$ cat src/include/sfi_irq_defines.vh
// constants for the scsi function interrupt logic
`ifndef SFI_IRQ_DEFINES_VH
`define SFI_IRQ_DEFINES_VH
// scsi status bit positions inside {status_1, status_0}
`define SFI_BIT_ATN_ACTIVE 0
`define SFI_BIT_RESELECTION 5
`define SFI_BIT_CHOSEN_BY_INIT 6
`define SFI_BIT_ARB_DONE 7
`define SFI_BIT_HANDSHAKE_TMR 8
`define SFI_BIT_PURPOSE_TMR 9
// nonfatal classes per mode, 16-bit vectors over {status_1, status_0}
`define SFI_NONFATAL_INIT 16'h03E0
`define SFI_NONFATAL_TGT 16'h03E1
`define SFI_ATN_MASK 16'h0001
// dma status bit holding the fifo empty flag
`define SFI_BIT_FIFO_EMPTY 7
// line released for this many clocks before stacked status loads
`define SFI_STACK_GAP_CLKS 3
`define SFI_GAP_LOAD 2'h3
// synchroniser depth seen by the strap capture counter
`define SFI_STRAP_CAPTURE_CNT 2'h2
`endif

$ cat src/rtl/sfi_irq_ctrl.v
// interrupt status, stacking, masking and line routing for one scsi function
`include "sfi_irq_defines.vh"

//
// Contract
// RULE_01 - function A requests drive line A
// RULE_02 - function B uses line B, strap selects A
// RULE_03 - only status group reachable while script runs
// RULE_04 - on-the-fly flag clears only on write one
// RULE_05 - host clears on-the-fly flag first
// RULE_06 - scsi events set scsi pending flag
// RULE_07 - dma events set dma pending flag
// RULE_08 - host reads scsi status before dma status
// RULE_09 - pin disable blocks new line assertions only
// RULE_10 - host retries status group reads
// RULE_11 - scsi status records regardless of enables
// RULE_12 - scsi status read clears bits and pending
// RULE_13 - fatal while receiving: drain fifo first
// RULE_14 - scsi status read clears crc error flag
// RULE_15 - host clears fifos after fatal send
// RULE_16 - dma status records always, read clears
// RULE_17 - fifo empty flag is plain status bit
// RULE_18 - no fifo flush before dma interrupt
// RULE_19 - cleared enable bit masks its interrupt
// RULE_20 - fatal halts; enabled nonfatal becomes fatal; dma fatal
// RULE_21 - initiator nonfatal event set
// RULE_22 - target adds attention; halt disable governs halt
// RULE_23 - masked nonfatal: status only, no pending
// RULE_24 - stacked: line off three clocks, load, reassert
// RULE_25 - line active for enabled pending status
module sfi_irq_ctrl #(
    parameter FUNC_IS_B = 0, // 0: first function, 1: second function
    parameter DMA_BITS = 7 // interrupt-related dma status bits
) (
    input wire clk,
    input wire resetn,
    input wire memBusBit4Strap, // strap pin, pulled up routes function B to line A
    input wire [7:0] scsiEvt0, // one-cycle scsi conditions, status 0 group
    input wire [7:0] scsiEvt1, // one-cycle scsi conditions, status 1 group
    input wire [DMA_BITS-1:0] dmaEvt, // one-cycle dma conditions
    input wire onTheFlyIrqSet, // script raises on-the-fly interrupt
    input wire [7:0] scsiIrqEnable0,
    input wire [7:0] scsiIrqEnable1,
    input wire [DMA_BITS-1:0] dmaIrqEnable,
    input wire pinIrqDisable,
    input wire targetMode, // 1: target, 0: initiator
    input wire haltOnErrorDisable,
    input wire rxFromScsi, // data moving from scsi bus toward memory
    input wire dmaFifoEmpty, // live dma fifo empty level
    input wire scriptRunning,
    input wire hostAccessReq, // host slave access attempt
    input wire hostAccessStatusGroup, // attempt targets the status group
    input wire hostRdScsiStatus, // pulse: host reads both scsi status registers
    input wire hostRdDmaStatus, // pulse: host reads dma status
    input wire hostWrOnTheFlyOne, // pulse: host writes one to on-the-fly bit
    output wire hostAccessGrant,
    output wire [7:0] scsiIrqStatus0,
    output wire [7:0] scsiIrqStatus1,
    output wire [7:0] dmaStatusReg,
    output wire scsiIrqPending,
    output wire dmaIrqPending,
    output wire onTheFlyIrq,
    output wire scriptHalt, // one-cycle halt request to the script processor
    output wire dmaFifoFlushReq, // level: drain fifo before posting
    output wire crcErrorClear, // one-cycle clear of crc error flag
    output wire irqLineAOut,
    output wire irqLineAOe,
    output wire irqLineBOut,
    output wire irqLineBOe
);

    // first level status and pending flags
    reg [15:0] scsiStat_ff;
    reg [15:0] nxt_scsiStat;
    reg [DMA_BITS-1:0] dmaStat_ff;
    reg [DMA_BITS-1:0] nxt_dmaStat;
    reg sip_ff;
    reg nxt_sip;
    reg dip_ff;
    reg nxt_dip;
    reg on_the_fly_irq_ff;
    // second level stack behind the status registers
    reg [15:0] scsiStk_ff;
    reg [15:0] nxt_scsiStk;
    reg [DMA_BITS-1:0] dmaStk_ff;
    reg [DMA_BITS-1:0] nxt_dmaStk;
    // line release gap before a stacked load
    reg [1:0] gapCnt_ff;
    reg [1:0] nxt_gapCnt;
    // fatal scsi events parked while the fifo drains
    reg [15:0] scsiHold_ff;
    reg [15:0] nxt_scsiHold;
    // line drive state and misc pulses
    reg irqAct_ff;
    reg nxt_irqAct;
    reg halt_ff;
    reg nxt_halt;
    reg crcClr_ff;
    reg fifoEmpty_ff;
    // strap synchroniser and capture
    reg strapSync1_ff;
    reg strapSync2_ff;
    reg strapCap_ff;
    reg [1:0] strapCnt_ff;

    // combinational helpers
    reg [15:0] scsiEvIn;
    reg [15:0] scsiEn;
    reg [15:0] fatalMask;
    reg [15:0] haltMask;
    reg [15:0] scsiPost;
    reg stackMode;
    reg gapEnd;
    reg enabledPend;

    // classify and route incoming events
    always @* begin
        scsiEvIn = {scsiEvt1, scsiEvt0};
        scsiEn = {scsiIrqEnable1, scsiIrqEnable0};
        // nonfatal class depends on mode; enabling a nonfatal makes it fatal
        if (targetMode) begin
            fatalMask = scsiEn | ~`SFI_NONFATAL_TGT; // [RULE_22] [RULE_20]
        end else begin
            fatalMask = scsiEn | ~`SFI_NONFATAL_INIT; // [RULE_21] [RULE_20]
        end
        // attention in target mode may be kept from halting the script
        if (targetMode && haltOnErrorDisable) begin
            haltMask = fatalMask & ~`SFI_ATN_MASK; // [RULE_22]
        end else begin
            haltMask = fatalMask;
        end
        // park fatal events while receiving with data still in the fifo
        nxt_scsiHold = scsiHold_ff;
        scsiPost = scsiEvIn;
        if (scsiHold_ff != 16'h0000) begin
            if (fifoEmpty_ff) begin
                scsiPost = scsiEvIn | scsiHold_ff; // fifo drained, post now [RULE_13]
                nxt_scsiHold = 16'h0000;
            end else begin
                nxt_scsiHold = scsiHold_ff | scsiEvIn; // keep order behind the park
                scsiPost = 16'h0000;
            end
        end else if (rxFromScsi && !fifoEmpty_ff && ((scsiEvIn & fatalMask) != 16'h0000)) begin
            nxt_scsiHold = scsiEvIn; // [RULE_13]
            scsiPost = 16'h0000;
        end
        // stacking while a first level interrupt or a gap is outstanding
        stackMode = sip_ff || dip_ff || (gapCnt_ff != 2'h0);
        gapEnd = (gapCnt_ff == 2'h1);
        enabledPend = ((scsiStat_ff & scsiEn) != 16'h0000) ||
            ((dmaStat_ff & dmaIrqEnable) != {DMA_BITS{1'b0}}) || on_the_fly_irq_ff; // [RULE_19]
    end

    // next state of status, stack, pending flags and gap
    always @* begin
        nxt_scsiStat = scsiStat_ff;
        nxt_dmaStat = dmaStat_ff;
        nxt_sip = sip_ff;
        nxt_dip = dip_ff;
        nxt_scsiStk = scsiStk_ff;
        nxt_dmaStk = dmaStk_ff;
        nxt_gapCnt = gapCnt_ff;
        // reads clear the first level; set-by-event wins via the stack
        if (hostRdScsiStatus) begin
            nxt_scsiStat = 16'h0000; // [RULE_12]
            nxt_sip = 1'b0; // [RULE_12]
        end
        if (hostRdDmaStatus) begin
            nxt_dmaStat = {DMA_BITS{1'b0}}; // [RULE_16]
            nxt_dip = 1'b0; // [RULE_16]
        end
        if (stackMode) begin
            // new events wait in the second level
            nxt_scsiStk = scsiStk_ff | scsiPost;
            nxt_dmaStk = dmaStk_ff | dmaEvt;
        end else begin
            // every condition is recorded, enabled or not
            nxt_scsiStat = nxt_scsiStat | scsiPost; // [RULE_11]
            nxt_dmaStat = nxt_dmaStat | dmaEvt; // [RULE_16]
            // masked nonfatal events stay out of the pending flag
            if ((scsiPost & fatalMask) != 16'h0000) begin
                nxt_sip = 1'b1; // [RULE_06] [RULE_23]
            end
            if (dmaEvt != {DMA_BITS{1'b0}}) begin
                nxt_dip = 1'b1; // every dma event is fatal [RULE_07] [RULE_20]
            end
        end
        // stacked events and a cleared first level open the release gap
        if (gapCnt_ff != 2'h0) begin
            nxt_gapCnt = gapCnt_ff - 2'h1;
        end else if ((hostRdScsiStatus || hostRdDmaStatus) &&
            ((nxt_scsiStk != 16'h0000) || (nxt_dmaStk != {DMA_BITS{1'b0}}))) begin
            nxt_gapCnt = `SFI_GAP_LOAD; // [RULE_24]
        end
        // after the gap, move the stack into any cleared class
        if (gapEnd) begin
            if (!sip_ff) begin
                nxt_scsiStat = scsiStk_ff; // [RULE_24] [RULE_12]
                nxt_sip = (scsiStk_ff & fatalMask) != 16'h0000;
                nxt_scsiStk = scsiPost;
            end
            if (!dip_ff) begin
                nxt_dmaStat = dmaStk_ff; // [RULE_24] [RULE_16]
                nxt_dip = dmaStk_ff != {DMA_BITS{1'b0}};
                nxt_dmaStk = dmaEvt;
            end
        end
    end

    // line drive: held while asserted, blocked for new assertions
    always @* begin
        if (gapCnt_ff != 2'h0) begin
            nxt_irqAct = 1'b0; // released during the stack gap [RULE_24]
        end else if (irqAct_ff) begin
            nxt_irqAct = enabledPend; // stays until serviced [RULE_09]
        end else begin
            nxt_irqAct = enabledPend && !pinIrqDisable; // [RULE_25] [RULE_09]
        end
        // halt on any fatal event not excluded by haltMask, whether stacked or parked-then-posted
        nxt_halt = ((scsiPost & haltMask) != 16'h0000) ||
            (dmaEvt != {DMA_BITS{1'b0}}); // [RULE_20]
    end

    // main state registers
    always @(posedge clk or negedge resetn) begin
        if (!resetn) begin
            scsiStat_ff <= 16'h0000;
            dmaStat_ff <= {DMA_BITS{1'b0}};
            sip_ff <= 1'b0;
            dip_ff <= 1'b0;
            scsiStk_ff <= 16'h0000;
            dmaStk_ff <= {DMA_BITS{1'b0}};
            gapCnt_ff <= 2'h0;
            scsiHold_ff <= 16'h0000;
            irqAct_ff <= 1'b0;
            halt_ff <= 1'b0;
            crcClr_ff <= 1'b0;
            fifoEmpty_ff <= 1'b1;
        end else begin
            scsiStat_ff <= nxt_scsiStat;
            dmaStat_ff <= nxt_dmaStat;
            sip_ff <= nxt_sip;
            dip_ff <= nxt_dip;
            scsiStk_ff <= nxt_scsiStk;
            dmaStk_ff <= nxt_dmaStk;
            gapCnt_ff <= nxt_gapCnt;
            scsiHold_ff <= nxt_scsiHold;
            irqAct_ff <= nxt_irqAct;
            halt_ff <= nxt_halt;
            crcClr_ff <= hostRdScsiStatus; // [RULE_14]
            // fifo empty tracks the fifo and ignores status reads
            fifoEmpty_ff <= dmaFifoEmpty; // [RULE_17]
        end
    end

    // on-the-fly flag: a set in the clear cycle wins
    always @(posedge clk or negedge resetn) begin
        if (!resetn) begin
            on_the_fly_irq_ff <= 1'b0;
        end else if (onTheFlyIrqSet) begin
            on_the_fly_irq_ff <= 1'b1;
        end else if (hostWrOnTheFlyOne) begin
            on_the_fly_irq_ff <= 1'b0; // only a written one clears it [RULE_04]
        end
    end

    // strap: two flops, then captured once after reset release
    always @(posedge clk or negedge resetn) begin
        if (!resetn) begin
            strapSync1_ff <= 1'b0;
            strapSync2_ff <= 1'b0;
            strapCap_ff <= 1'b0;
            strapCnt_ff <= 2'h0;
        end else begin
            strapSync1_ff <= memBusBit4Strap;
            strapSync2_ff <= strapSync1_ff;
            // counter parks at 3 so the strap is taken only once
            if (strapCnt_ff < `SFI_STRAP_CAPTURE_CNT) begin
                strapCnt_ff <= strapCnt_ff + 2'h1;
            end else if (strapCnt_ff == `SFI_STRAP_CAPTURE_CNT) begin
                strapCap_ff <= strapSync2_ff; // [RULE_02]
                strapCnt_ff <= 2'h3;
            end
        end
    end

    // host may only reach the status group while the script runs
    assign hostAccessGrant = hostAccessReq && (!scriptRunning || hostAccessStatusGroup); // [RULE_03]

    // register views; fifo empty rides along at bit 7
    assign scsiIrqStatus0 = scsiStat_ff[7:0];
    assign scsiIrqStatus1 = scsiStat_ff[15:8];
    assign dmaStatusReg = {fifoEmpty_ff, dmaStat_ff}; // [RULE_17]
    assign scsiIrqPending = sip_ff;
    assign dmaIrqPending = dip_ff;
    assign onTheFlyIrq = on_the_fly_irq_ff;
    assign scriptHalt = halt_ff;
    // no flush request for dma events, only for parked scsi ones
    assign dmaFifoFlushReq = scsiHold_ff != 16'h0000; // [RULE_13] [RULE_18]
    assign crcErrorClear = crcClr_ff;

    // open-drain lines: drive low while enabled
    assign irqLineAOut = 1'b0;
    assign irqLineBOut = 1'b0;
    assign irqLineAOe = irqAct_ff && ((FUNC_IS_B == 0) || strapCap_ff); // [RULE_01] [RULE_02]
    assign irqLineBOe = irqAct_ff && (FUNC_IS_B != 0) && !strapCap_ff; // [RULE_02]

endmodule

$ cat config.mk
export PLATFORM = sky130hd
export DESIGN_NAME = sfi_irq_ctrl
export DESIGN_NICKNAME = d
export VERILOG_FILES = /design/src/rtl/sfi_irq_ctrl.v
export VERILOG_INCLUDE_DIRS = /design/src /design/src/include
export SDC_FILE = /design/constraint.sdc
export NUM_CORES = 1
export LEC_CHECK = 0
export ABC_CLOCK_PERIOD_IN_PS = 3100
export BUFFER_PORTS_ARGS = -buffer_cell sky130_fd_sc_hd__buf_2
export CAP_MARGIN = 10
export CORE_ASPECT_RATIO = 1.4
export CORE_UTILIZATION = 56
export CTS_CLUSTER_DIAMETER = 50
export DETAILED_ROUTE_END_ITERATION = 10
export PLACE_DENSITY = 0.89
export SLEW_MARGIN = 20
export SYNTH_ARGS = -nofsm -noshare
export SYNTH_HDL_FRONTEND = slang
export SYNTH_SLANG_ARGS = --single-unit
$ cat constraint.sdc
create_clock -name clk -period 3.1 [get_ports clk]
set_input_delay 0.465 -clock clk [delete_from_list [all_inputs] [get_ports clk]]
set_output_delay 0.465 -clock clk [all_outputs]
set_load 0.01 [all_outputs]
==> results of run 1 <==
==> area by class of cell <==
class / instances / area, sq um
well taps: 70 / 87.6
clock buffers: 10 / 128
clock inverters: 5 / 50.0
flip-flops and latches: 71 / 1780
inverters: 10 / 37.5
multi-input cells: 268 / 1560
fillers: 452 / 1760
repair buffers: 98 / 508
==> synth_stat cells, drive strengths merged, types with 5 or more instances <==
cell | number | area, sq um
inv | 9 | 33.8
dfrtp | 70 | 1750
nor4 | 10 | 68.8
a22oi | 10 | 75.1
a22o | 11 | 96.3
clkbuf | 12 | 45.0
o22ai | 18 | 175
nor2 | 49 | 184
nand4 | 5 | 37.5
nor2b | 8 | 50.1
buf | 8 | 62.6
nand3 | 5 | 37.5
o21ai | 24 | 131
a21oi | 67 | 335
nand2b | 5 | 31.3
nand2 | 24 | 97.6
==> flip-flops by register name (all words and copies together) (netlist names) <==
signal / cells
crcErrorClear: 1
dmaIrqPending: 1
dmaStat_ff: 7
dmaStk_ff: 7
fifoEmpty_ff: 1
gapCnt_ff: 2
irqLineAOe: 1
onTheFlyIrq: 1
scriptHalt: 1
scsiHold_ff: 16
scsiIrqPending: 1
scsiStat_ff: 16
scsiStk_ff: 16
==> power breakdown <==
| group | switching, mW | internal, mW |
|---|---|---|
| logic | 0.711 | 0.522 |
| clock network | 0.333 | 0.361 |
| registers | 0.276 | 1.25 |
| total | 1.32 | 2.13 |
==> worst paths after layout <==
path | from | end | slack [ns]
max | scsiHold_ff[7] | gapCnt_ff[0] | 0.47
min | dmaFifoEmpty | fifoEmpty_ff | 0.21
max reg2reg | scsiHold_ff[7] | gapCnt_ff[0] | 0.47
min reg2reg | scsiStk_ff[12] | scsiStk_ff[12] | 0.51
max in group asynchronous | resetn | scsiStat_ff[10] | 2.22
min in group asynchronous | resetn | dmaStk_ff[0] | 0.31
==> per-layer routing <==
metal / vias to the layer above / wire, microns / global-route usage (%) / part of all wire, %
li1: 1519 / - / - / -
met1: 1574 / 3590 / 39.1 / 38
met2: 186 / 4610 / 48.9 / 49
met3: 34 / 752 / 7.18 / 8.1
met4: 0 / 379 / 17.2 / 4.1
met5: - / 0 / 0 / 0
==> per-stage QoR <==
stage / util [%] / hold WS, ns / power, mW
after floorplan: - / 0.169 / 2.29
after global placement: 67.2 / 0.485 / 2.67
after detailed placement: 67.2 / 0.498 / 2.74
after CTS: 70.2 / 0.208 / 3.44
after global routing: 70.2 / 0.209 / 3.68
final: 70.2 / 0.211 / 3.45
==> logic make-up (layout without fill, tap and decap cells) <==
group	after synthesis	after routing
AO/OA/AOI/OAI	145	145
AND/OR/NAND/NOR	117	117
flip-flops	71	71
buffers and inverters	30	123
adder cells (fa/ha/maj)	2	2
other	1	3
multiplexers	1	1
==> critical path: stages (launching register included) <==
cell and delay, ns:
sky130_fd_sc_hd__dfrtp_1 0.41, sky130_fd_sc_hd__or4_1 0.56, sky130_fd_sc_hd__nor4_2 0.25, sky130_fd_sc_hd__nand4_2 0.25, sky130_fd_sc_hd__a2111oi_0 0.58, sky130_fd_sc_hd__o21ai_1 0.21
sky130_fd_sc_hd__o21ai_0 0.26
==> results.md, run 1 <==
Finish:
- The library cells used most frequently in the layout, excluding fill and tap cells, are sky130_fd_sc_hd__buf_2, sky130_fd_sc_hd__dfrtp_1, sky130_fd_sc_hd__a21oi_1, sky130_fd_sc_hd__nor2_1, sky130_fd_sc_hd__nand2_1.
- The area added between synthesis and finish is 19.4%.
- After the flow finishes, the layout carries non-filler instances totaling 532.
- Leaving out fill and tap cells, the most frequent cell in the layout is sky130_fd_sc_hd__buf_2.
- The final net count is 521.
- The proportion of layout cells with a drive suffix above 1 is 28.1%.
- After routing the design area is 4150 sq um.
- The antenna diode count is 0.

Drt:
- The first-pass iteration count of the detailed router is 5.
- The number of remaining DRC errors is 0.
- The average via count per standard cell is 6.23.
- The number of DRC markers in iteration 0 is 373.
- The total wire length is 9330 microns.
- The final route contains 3313 vias.
- Dividing the detail-routed wire length by the instance count gives 17.5 microns.
- The post-detailed-route count of antenna-violating nets is 0.

Clocking:
- The clock-pin slew on the worst setup and hold paths is 0.07 ns.
- The total CTS buffers is 9.
- After clock tree synthesis, the flow added hold-fix buffers numbering 0.
- The clock net in this run drives a total of 71 sinks.
- Buffers added to address setup during post-CTS repair amount to 0.
- At the later pin of the worst-skew pair, clock insertion delay measures 0.36 ns.
- TritonCTS built the clock tree.
- The clock passes through at most 2 buffers.
- The number of H-tree branching levels is 3.
- The root buffer cell chosen for the clock tree is sky130_fd_sc_hd__clkbuf_8.
- After clock tree synthesis, the repair step resized 0 gates.

Global route:
- The number of global-route vias before repair came to 3000.
- The global-route wire length before repair is 14700 microns.
- The initial antenna violation count was 0.
- Summed over all layers, the global routing overflow is 0.
- Global routing used 31.2% of the available tracks.
- Entering global routing, the biggest net connects 72 pins.

Floorplan:
- In this run the vertical extent of the chip is 95.2 microns.
- For this design the top-level I/O count stands at 96.
- The number of placement rows is 33.
- The floorplan step set the die width to 68.6 microns.
- For this configuration, the core starts out at a cell density of 58.8%.
- The core region is 5900 sq um.
- The die covers 6530 sq um.

Setup path:
- The worst setup path is launched from a flop.
- The critical path required time is 3.35 ns.
- The signal arrival time at the worst endpoint is 2.89 ns.
- The worst setup path is captured at a flop.
- By startpoint and endpoint, the worst setup path is classified as reg2reg.
- For the worst flop-to-flop path, the logic depth is 6.
- The largest fanout on the critical path is 5.

Timing:
- Measured against its own limit, the worst slew margin works out to 41.5%.
- Setup repair after global routing left no endpoint under its margin.
- The final clock skew is 0.00916 ns.
- The post-layout minimum cycle time is 2.63 ns.
- The number of hold violations in the final report is 0.
- The post-route setup TNS is 0 ns.
- Setup violations remaining at the end of the flow were counted as 0.
- The portion of the clock cycle consumed by the worst path in the final layout is 85.0%.
- Setup slack on the critical path of the routed design comes to 0.466 ns.
- Static timing analysis puts the maximum clock frequency at 380 MHz.
- The number of max-slew violations in the final report is 0.
- The pin slew with the least headroom to its limit is 0.878 ns.

Synth:
- In this run, synthesis produced a sequential element count of 71.
- The count of different cell masters after synthesis is 48.
- The adder-cell share of the synthesized area is 0.720%.
- After synthesis the cells add up to 3470 sq um.
- The mean instance size in the synthesized netlist is 9.46 sq um.
- The async set-reset flop share out of synthesis is 100%.
- Summing the areas of all and, or, nand and nor instances in the mapped netlist gives 16.6% of the synthesized area.
- In this run, synthesis inferred 0 flip-flops with an integrated enable.
- The most instantiated flip-flop cell in the synthesis netlist is sky130_fd_sc_hd__dfrtp_1.
- The largest family of logic cells by synthesized area is compound AO/OA/AOI/OAI gates.
- Of the total synthesized cell area, the portion taken by XOR and XNOR cells is 0%.
- During synthesis, Yosys emitted a total of 0 warnings.
- Measured against the total synthesized area, the mux share comes to 0.288%.
- The post-synthesis sequential area ratio is 51.2%.
- The post-synthesis cell count is 367.
- Summing the areas of all compound-gate instances in the mapped netlist gives 26.9% of the synthesized area.

Worst hold path:
- The path type of the worst min-delay path is in2reg.
- The depth of the worst hold-timing path is 1.

Placed design:
- The number of I/O port buffers is 91.
- After legalization and detailed placement, the total HPWL measured 6820 microns.
- After detailed placement, the design holds a cell count of 517.
- The final estimated routing congestion in global placement is 0.890.
- In this run the cell area measured after placement is 3970 sq um.
- At the placement stage, the worst setup path has a slack of 0.529 ns.

Status:
- The run finished with clean final reports.

Power and ir drop:
- The total leakage power is 1.92 nW.
- Across the VDD grid, the largest voltage drop is 0.338 mV.
- Dividing total power by cell area gives a power density of 832 nW/um^2.

Job:
- The max capacitance violation total is 0.
Power figures use the tool's default switching activity.
==> inputs of run 2 (changes only) <==
--- a/config.mk
+++ b/config.mk
@@ -6,14 +6,14 @@
 export SDC_FILE = /design/constraint.sdc
 export NUM_CORES = 1
 export LEC_CHECK = 0
-export ABC_CLOCK_PERIOD_IN_PS = 3100
+export ABC_CLOCK_PERIOD_IN_PS = 2700
 export BUFFER_PORTS_ARGS = -buffer_cell sky130_fd_sc_hd__buf_2
 export CAP_MARGIN = 10
 export CORE_ASPECT_RATIO = 1.4
-export CORE_UTILIZATION = 56
+export CORE_UTILIZATION = 52
 export CTS_CLUSTER_DIAMETER = 50
 export DETAILED_ROUTE_END_ITERATION = 10
-export PLACE_DENSITY = 0.89
+export PLACE_DENSITY = 0.83
 export SLEW_MARGIN = 20
 export SYNTH_ARGS = -nofsm -noshare
 export SYNTH_HDL_FRONTEND = slang
==> constraint.sdc (replaced) <==
create_clock -name clk -period 2.7 [get_ports clk]
set_input_delay 0.405 -clock clk [delete_from_list [all_inputs] [get_ports clk]]
set_output_delay 0.405 -clock clk [all_outputs]
set_load 0.01 [all_outputs]
==> run 2 against run 1 <==
The flow now finishes with violations (design-rule violations); clock-buffer cell count is 5 higher; combinational power is 15% higher; power increased by 13%; final cell count rose by 1.1%; global-route usage is 3.1 points lower; hold slack got worse by 0.16 ns; register-to-register slack lost 0.24 ns; first-iteration DRC count shrank 38%; routed wire length down 1.1%; via count down 2.6%; critical path type unchanged; largest cell class unchanged; highest routed layer unchanged.
==> results.md, run 2 (synthesis results as in run 1) <==
Status:
- The run finished, with violations left.
- The final reports fail on design-rule violations.

Timing:
- The post-layout minimum cycle time is 2.47 ns (-0.164 ns).
- The portion of the clock cycle consumed by the worst path in the final layout is 91.5% (+6.5 points).
- The final clock skew is 0.00661 ns (-0.00255 ns).
- The final worst hold slack was 0.0534 ns (-0.158 ns).
- Setup repair after global routing left no endpoint under its margin.
- The tightest slew margin relative to the limit is 54.6% (+13 points).
- The post-route setup TNS is 0 ns (unchanged).
- The pin slew with the least headroom to its limit is 0.681 ns (-0.197 ns).
- The highest clock frequency the design can meet was 405 MHz (+6.6%).
- The setup violation total in the final timing report was 0 (unchanged).
- The number of hold violations in the final report is 0 (unchanged).
- The number of max-slew violations in the final report is 0 (unchanged).
- The worst-case setup margin in the final layout is 0.230 ns (-0.236 ns).

Finish:
- From synthesis to final layout, the design area changed by 20.3%.
- The library cell used most frequently in the layout, excluding fill and tap cells, is sky130_fd_sc_hd__buf_2.
- The top cell types in the final layout, fill and taps aside, are sky130_fd_sc_hd__buf_2, sky130_fd_sc_hd__dfrtp_1, sky130_fd_sc_hd__a21oi_1, sky130_fd_sc_hd__nor2_1, sky130_fd_sc_hd__nand2_1.
- The final net count was 524 (+0.58%).
- The largest registers in the layout are scsiHold_ff x16, scsiStat_ff x16, scsiStk_ff x16.
- The filler cell count in the final layout is 542 (+20%).
- The sequential cell area in the final layout is 1780 sq um (unchanged).
- The proportion of layout cells with a drive suffix above 1 is 28.1% (about the same).
- The final instance count without filler cells is 538 (+1.1%).
- The antenna diode count is 0 (unchanged).
- The multi-input combinational cell area is 1560 sq um (about the same).

Global route:
- The total routing resource utilization after global routing is 28.1% (-3.1 points).
- The number of global-route vias before repair is 3089 (+3.0%).
- The overflow left after global routing is 0 (unchanged).
- The initial antenna violation count is 0 (unchanged).
- The global-route wire length before repair is 15000 microns (+1.8%).
- The pin count of the biggest net entering global routing is 47 (-35%).

Floorplan:
- The number of placement rows is 34 (+3.0%).
- The core box area is 6340 sq um (+7.4%).
- The die extent in y is 98.7 microns (+3.7%).
- The total die area is 7010 sq um (+7.5%).
- The chip width is 71.1 microns (+3.7%).
- The effective utilization at floorplan is 54.8% (-4.0 points).
- The number of top-level pins is 96 (unchanged).

Placed design:
- The final estimated routing congestion in global placement is 0.923 (+3.8%).
- The worst slack after detailed placement is 0.105 ns (-0.424 ns).
- The placed cell count is 522 (+0.97%).
- The detailed-placement wirelength estimate came to 7070 microns (+3.7%).
- The number of I/O port buffers is 91 (unchanged).

Power and ir drop:
- The total power of the final layout is 3.91 mW (+13%).
- The maximum vdd ir drop was 0.397 mV (+17%).
- The total leakage power came to 1.93 nW (+0.58%).
- The power density normalized to cell area is 936 nW/um^2 (+13%).

Job:
- The max capacitance violation total is 0 (unchanged).

Setup path:
- The critical path required time came to 2.97 ns (-0.38 ns).
- The largest fanout on the critical path was 5 (unchanged).
- The signal arrival time at the worst endpoint was 2.74 ns (-0.15 ns).
- The endpoint kind of the worst setup timing path is a flop.
- The critical path start-end classification is reg2reg.
- The critical path launch point type is a flop.

Clocking:
- The clock-pin slew on the worst setup and hold paths is 0.07 ns (about the same).
- The number of clock sinks seen by CTS was 71 (unchanged).
- The TritonCTS clock tree is yes.
- The number of H-tree branching levels is 3 (unchanged).
- The maximum count of clock buffers along a single path was 2 (unchanged).
- The total CTS buffers is 9 (unchanged).
- The clock insertion delay at the later pin of the skew report is 0.35 ns (about the same).
- The cell chosen for the clock root is sky130_fd_sc_hd__clkbuf_8.
- The setup fix buffers added after clock tree synthesis is 0 (unchanged).

Drt:
- The average via count per standard cell is 6.00 (-3.7%).
- The total wire length was 9230 microns (-1.1%).
- The number of vias after detailed routing is 3226 (-2.6%).
- The number of remaining DRC errors came to 22 (+22).
- The first-pass iteration count of the detailed router is 7 (+2).
- The post-detailed-route count of antenna-violating nets is 0 (unchanged).
- The number of DRC markers in iteration 0 is 231 (-38%).
- The wire length per cell was 17.2 microns (-2.2%).

Worst hold path:
- The path type of the worst min-delay path is in2async.
run 2: cell types whose count changed in the layout (fill, tap and decap cells not counted):
cell	previous run	this run
sky130_fd_sc_hd__clkinv_2	4	1
sky130_fd_sc_hd__buf_12	0	1
sky130_fd_sc_hd__buf_4	7	9
sky130_fd_sc_hd__a2111oi_0	2	1
sky130_fd_sc_hd__a2111oi_1	0	1
sky130_fd_sc_hd__clkbuf_8	9	11
sky130_fd_sc_hd__bufinv_16	1	0
sky130_fd_sc_hd__clkbuf_1	1	4
run 2: per-layer routing:
layer  global-route usage, %  wire [microns]
met4                    12.5             253
met1                    35.1            3810
met3                    6.34             598
met5                       0               0
met2                    46.7            4560
run 2: where the power goes:
| part | leakage [nW] | internal (mW) | switching, mW |
|---|---|---|---|
| clock | 0.0877 | 0.384 | 0.369 |
| sequential | 0.836 | 1.43 | 0.322 |
| combinational | 1.01 | 0.602 | 0.806 |
| total | 1.93 | 2.42 | 1.50 |
run 2: what timing repair did:
item,CTS,global route
setup endpoints to repair,0,2
hold buffers,0,0
resized for setup,0,1
run 2: worst paths after layout:
path                            depth (start not counted)      startpoint            end  slack [ns]
worst min-delay path                                    1          resetn  dmaStat_ff[1]        0.05
max in group asynchronous                               2          resetn   dmaStk_ff[6]        1.99
worst max register to register                          6  scsiHold_ff[7]   gapCnt_ff[0]        0.23
min in group clk                                        1    dmaFifoEmpty   fifoEmpty_ff        0.15
worst min register to register                          2   scsiStk_ff[3]  scsiStk_ff[3]        0.52
worst max-delay path                                    6  scsiHold_ff[7]   gapCnt_ff[0]        0.23
run 2: critical path, cell delays in order (launching register included):
cell and delay, ns:
sky130_fd_sc_hd__dfrtp_1 0.42, sky130_fd_sc_hd__or4_1 0.55, sky130_fd_sc_hd__nor4_2 0.22, sky130_fd_sc_hd__nand4_2 0.14, sky130_fd_sc_hd__a2111oi_1 0.63, sky130_fd_sc_hd__o21ai_1 0.21
sky130_fd_sc_hd__o21ai_0 0.20
run 2: per-stage QoR:
| stage | cell area [sq um] | utilization (%) |
|---|---|---|
| floorplan | 3480 | - |
| global placement | 4010 | 63.2 |
| detailed placement | 4010 | 63.2 |
| CTS | 4180 | 65.9 |
| global route | 4180 | 65.9 |
| finish | 4180 | 65.9 |
run 2: area by class of cell:
| cell class | count | share of cell area, % |
|---|---|---|
| Clock buffer | 15 | 3.98 |
| Clock inverter | 1 | 0.120 |
| Inverter | 10 | 0.898 |
| Multi-Input combinational cell | 268 | 37.3 |
| Sequential cell | 71 | 42.5 |
| Tap cell | 72 | 2.16 |
| Timing Repair Buffer | 101 | 13.0 |
==> inputs of run 3 (changes only) <==
--- a/config.mk
+++ b/config.mk
@@ -9,8 +9,10 @@
 export ABC_CLOCK_PERIOD_IN_PS = 2700
 export BUFFER_PORTS_ARGS = -buffer_cell sky130_fd_sc_hd__buf_2
 export CAP_MARGIN = 10
+export CELL_PAD_IN_SITES_DETAIL_PLACEMENT = 2
+export CELL_PAD_IN_SITES_GLOBAL_PLACEMENT = 2
 export CORE_ASPECT_RATIO = 1.4
-export CORE_UTILIZATION = 52
+export CORE_UTILIZATION = 31
 export CTS_CLUSTER_DIAMETER = 50
 export DETAILED_ROUTE_END_ITERATION = 10
 export PLACE_DENSITY = 0.83
==> run 3 against run 2 <==
The flow now finishes without violations; sequential share of layout area decreased by 1.8 points; sequential cell count did not move; clock power grew 41%; highest routed layer unchanged.
==> results.md, run 3 (synthesis results as in run 1) <==
Timing:
- The highest clock frequency the design can meet is 402 MHz (-0.81%).
- The post-layout minimum cycle time is 2.49 ns (+0.0202 ns).
- The tightest slew margin relative to the limit is 48.0% (-6.6 points).
- The final clock skew was 0.00699 ns (+0.000384 ns).
- Setup repair after global routing left no endpoint under its margin.
- The number of max-slew violations in the final report is 0 (unchanged).
- The pin slew with the least headroom to its limit is 0.780 ns (+0.0985 ns).
- The setup violation total in the final timing report is 0 (unchanged).
- The portion of the clock cycle consumed by the worst path in the final layout is 92.2% (+0.75 points).
- The number of hold violations in the final report is 0 (unchanged).
- The post-route setup TNS was 0 ns (unchanged).

Setup path:
- The largest fanout on the critical path is 5 (unchanged).
- The signal arrival time at the worst endpoint is 2.09 ns (-0.65 ns).
- The largest incremental delay on the critical path is 0.55 ns (-0.08 ns).
- The worst path buffer plus inverter count is 2 (+2).
- The critical path start-end classification is reg2out.
- The slowest stage cell on the critical path is sky130_fd_sc_hd__or4_1.
- The endpoint kind of the worst setup timing path is a primary output.
- The kind of cell adding the most delay to the critical path is simple AND/OR/NAND/NOR gates.
- The worst setup path is launched from a flop.
- The internal reg-to-reg setup slack is 0.24 ns (about the same).
- The critical path required time is 2.30 ns (-0.67 ns).
- Walking the worst path, the cells encountered are or4_1 > nor4_2 > nand4_2 > buf_4 > buf_2.

Global route:
- The global-route wire length before repair is 20000 microns (+34%).
- The number of global-route vias before repair is 3708 (+20%).
- The overflow left after global routing is 0 (unchanged).
- The pin count of the biggest net entering global routing was 45 (-4.3%).
- The total routing resource utilization after global routing came to 22.6% (-5.6 points).
- The initial antenna violation count is 0 (unchanged).

Finish:
- The antenna diode count is 0 (unchanged).
- The final net count is 525 (+0.19%).
- The area growth from synthesis to layout is 25.5%.
- The utilization of the core after routing is 40.1% (-26 points).
- The proportion of layout cells with a drive suffix above 1 is 28.1% (unchanged).
- The commonest non-fill, non-tap cell in the layout is sky130_fd_sc_hd__buf_2.
- The largest registers in the layout are scsiHold_ff x16, scsiStat_ff x16, scsiStk_ff x16.
- In the layout the commonest cells are sky130_fd_sc_hd__buf_2, sky130_fd_sc_hd__dfrtp_1, sky130_fd_sc_hd__a21oi_1, sky130_fd_sc_hd__nor2_1, sky130_fd_sc_hd__nand2_1.
- The final design instance area without fill came to 4360 sq um (+4.3%).

Job:
- The max capacitance violation total is 0 (unchanged).

Power and ir drop:
- The maximum vdd ir drop is 0.289 mV (-27%).
- The total leakage power came to 1.98 nW (+2.3%).
- The power density normalized to cell area came to 993 nW/um^2 (+6.1%).

Floorplan:
- The effective utilization at floorplan is 32.0% (-23 points).
- The total die area is 11600 sq um (+66%).
- The die extent in y came to 127 microns (+29%).
- The number of top-level pins is 96 (unchanged).
- The number of placement rows was 45 (+32%).
- The core box area is 10900 sq um (+71%).
- The chip width came to 91.5 microns (+29%).

Drt:
- The total wire length is 12400 microns (+35%).
- The number of remaining DRC errors is 0 (-100%).
- The number of vias after detailed routing is 3317 (+2.8%).
- The wire length per cell came to 20.5 microns (+20%).
- The post-detailed-route count of antenna-violating nets is 0 (unchanged).
- The average via count per standard cell is 5.46 (-8.9%).
- The number of DRC markers in iteration 0 came to 111 (-52%).
- The first-pass iteration count of the detailed router is 4 (-3).

Clocking:
- The number of clock sinks seen by CTS was 71 (unchanged).
- The TritonCTS clock tree is yes.
- The maximum count of clock buffers along a single path was 2 (unchanged).
- The cell chosen for the clock root is sky130_fd_sc_hd__clkbuf_16.
- The clock insertion delay at the later pin of the skew report was 0.34 ns (about the same).
- The total CTS buffers is 9 (unchanged).
- The count of cells resized by post-cts repair is 0 (unchanged).
- The setup fix buffers added after clock tree synthesis is 0 (unchanged).
- The number of hold buffers added after CTS came to 0 (unchanged).
- The number of H-tree branching levels is 3 (unchanged).
- The clock-pin slew on the worst setup and hold paths was 0.05 ns (-0.02 ns).

Placed design:
- The placed instance area is 4100 sq um (+2.3%).
- The number of I/O port buffers is 91 (unchanged).
- The final estimated routing congestion in global placement is 0.852 (-7.8%).
- The detailed-placement wirelength estimate is 9530 microns (+35%).

Status:
- The flow ran to the end, and the final reports show no timing, DRC or antenna violations.

Worst hold path:
- In this run the worst hold path is classified as in2async.
-- run 3: layout make-up --
class / count / area [sq um]
Inverter: 10 / 37.5
Fill cell: 1220 / 6510
Multi-Input combinational cell: 268 / 1560
Tap cell: 141 / 176
Clock buffer: 14 / 254
Timing Repair Buffer: 102 / 551
Sequential cell: 71 / 1780
Clock inverter: 1 / 5.00
-- run 3: stage by stage --
step | hold slack [ns] | power, mW | cells | setup WS [ns]
after floorplan | 0.109 | 2.63 | 369 | 0.551
after global placement | 0.471 | 3.14 | 592 | 0.215
after detailed placement | 0.476 | 3.26 | 592 | 0.163
after CTS | 0.121 | 4.38 | 607 | 0.198
after global routing | 0.151 | 4.59 | 607 | 0.114
final | 0.110 | 4.33 | 607 | 0.210
-- run 3: path summary, 6_finish.rpt --
check	start	endpoint	cells after the start
setup / recovery	scsiHold_ff[7]	dmaFifoFlushReq	5
hold / removal	resetn	dmaStat_ff[1]	1
setup reg to reg	scsiHold_ff[7]	scsiStat_ff[8]	7
hold reg to reg	scsiStk_ff[3]	scsiStk_ff[3]	2
max in group asynchronous	resetn	scsiStk_ff[10]	2
min in group clk	dmaFifoEmpty	fifoEmpty_ff	1
-- run 3: report_power, final --
part / switching, mW / total, mW / leakage [nW] / internal (mW)
registers: 0.343 / 1.78 / 0.836 / 1.43
logic: 0.884 / 1.49 / 1.02 / 0.606
clock network: 0.422 / 1.06 / 0.127 / 0.641
total: 1.65 / 4.33 / 1.98 / 2.68
-- run 3: metal layers --
metal  track usage (%)  part of all wire (%)  wire, microns
met1              25.5                    40           4990
met2              42.3                    54           6770
met3              3.87                   3.8            474
met4              7.75                   1.7            215
met5                 0                     0              0
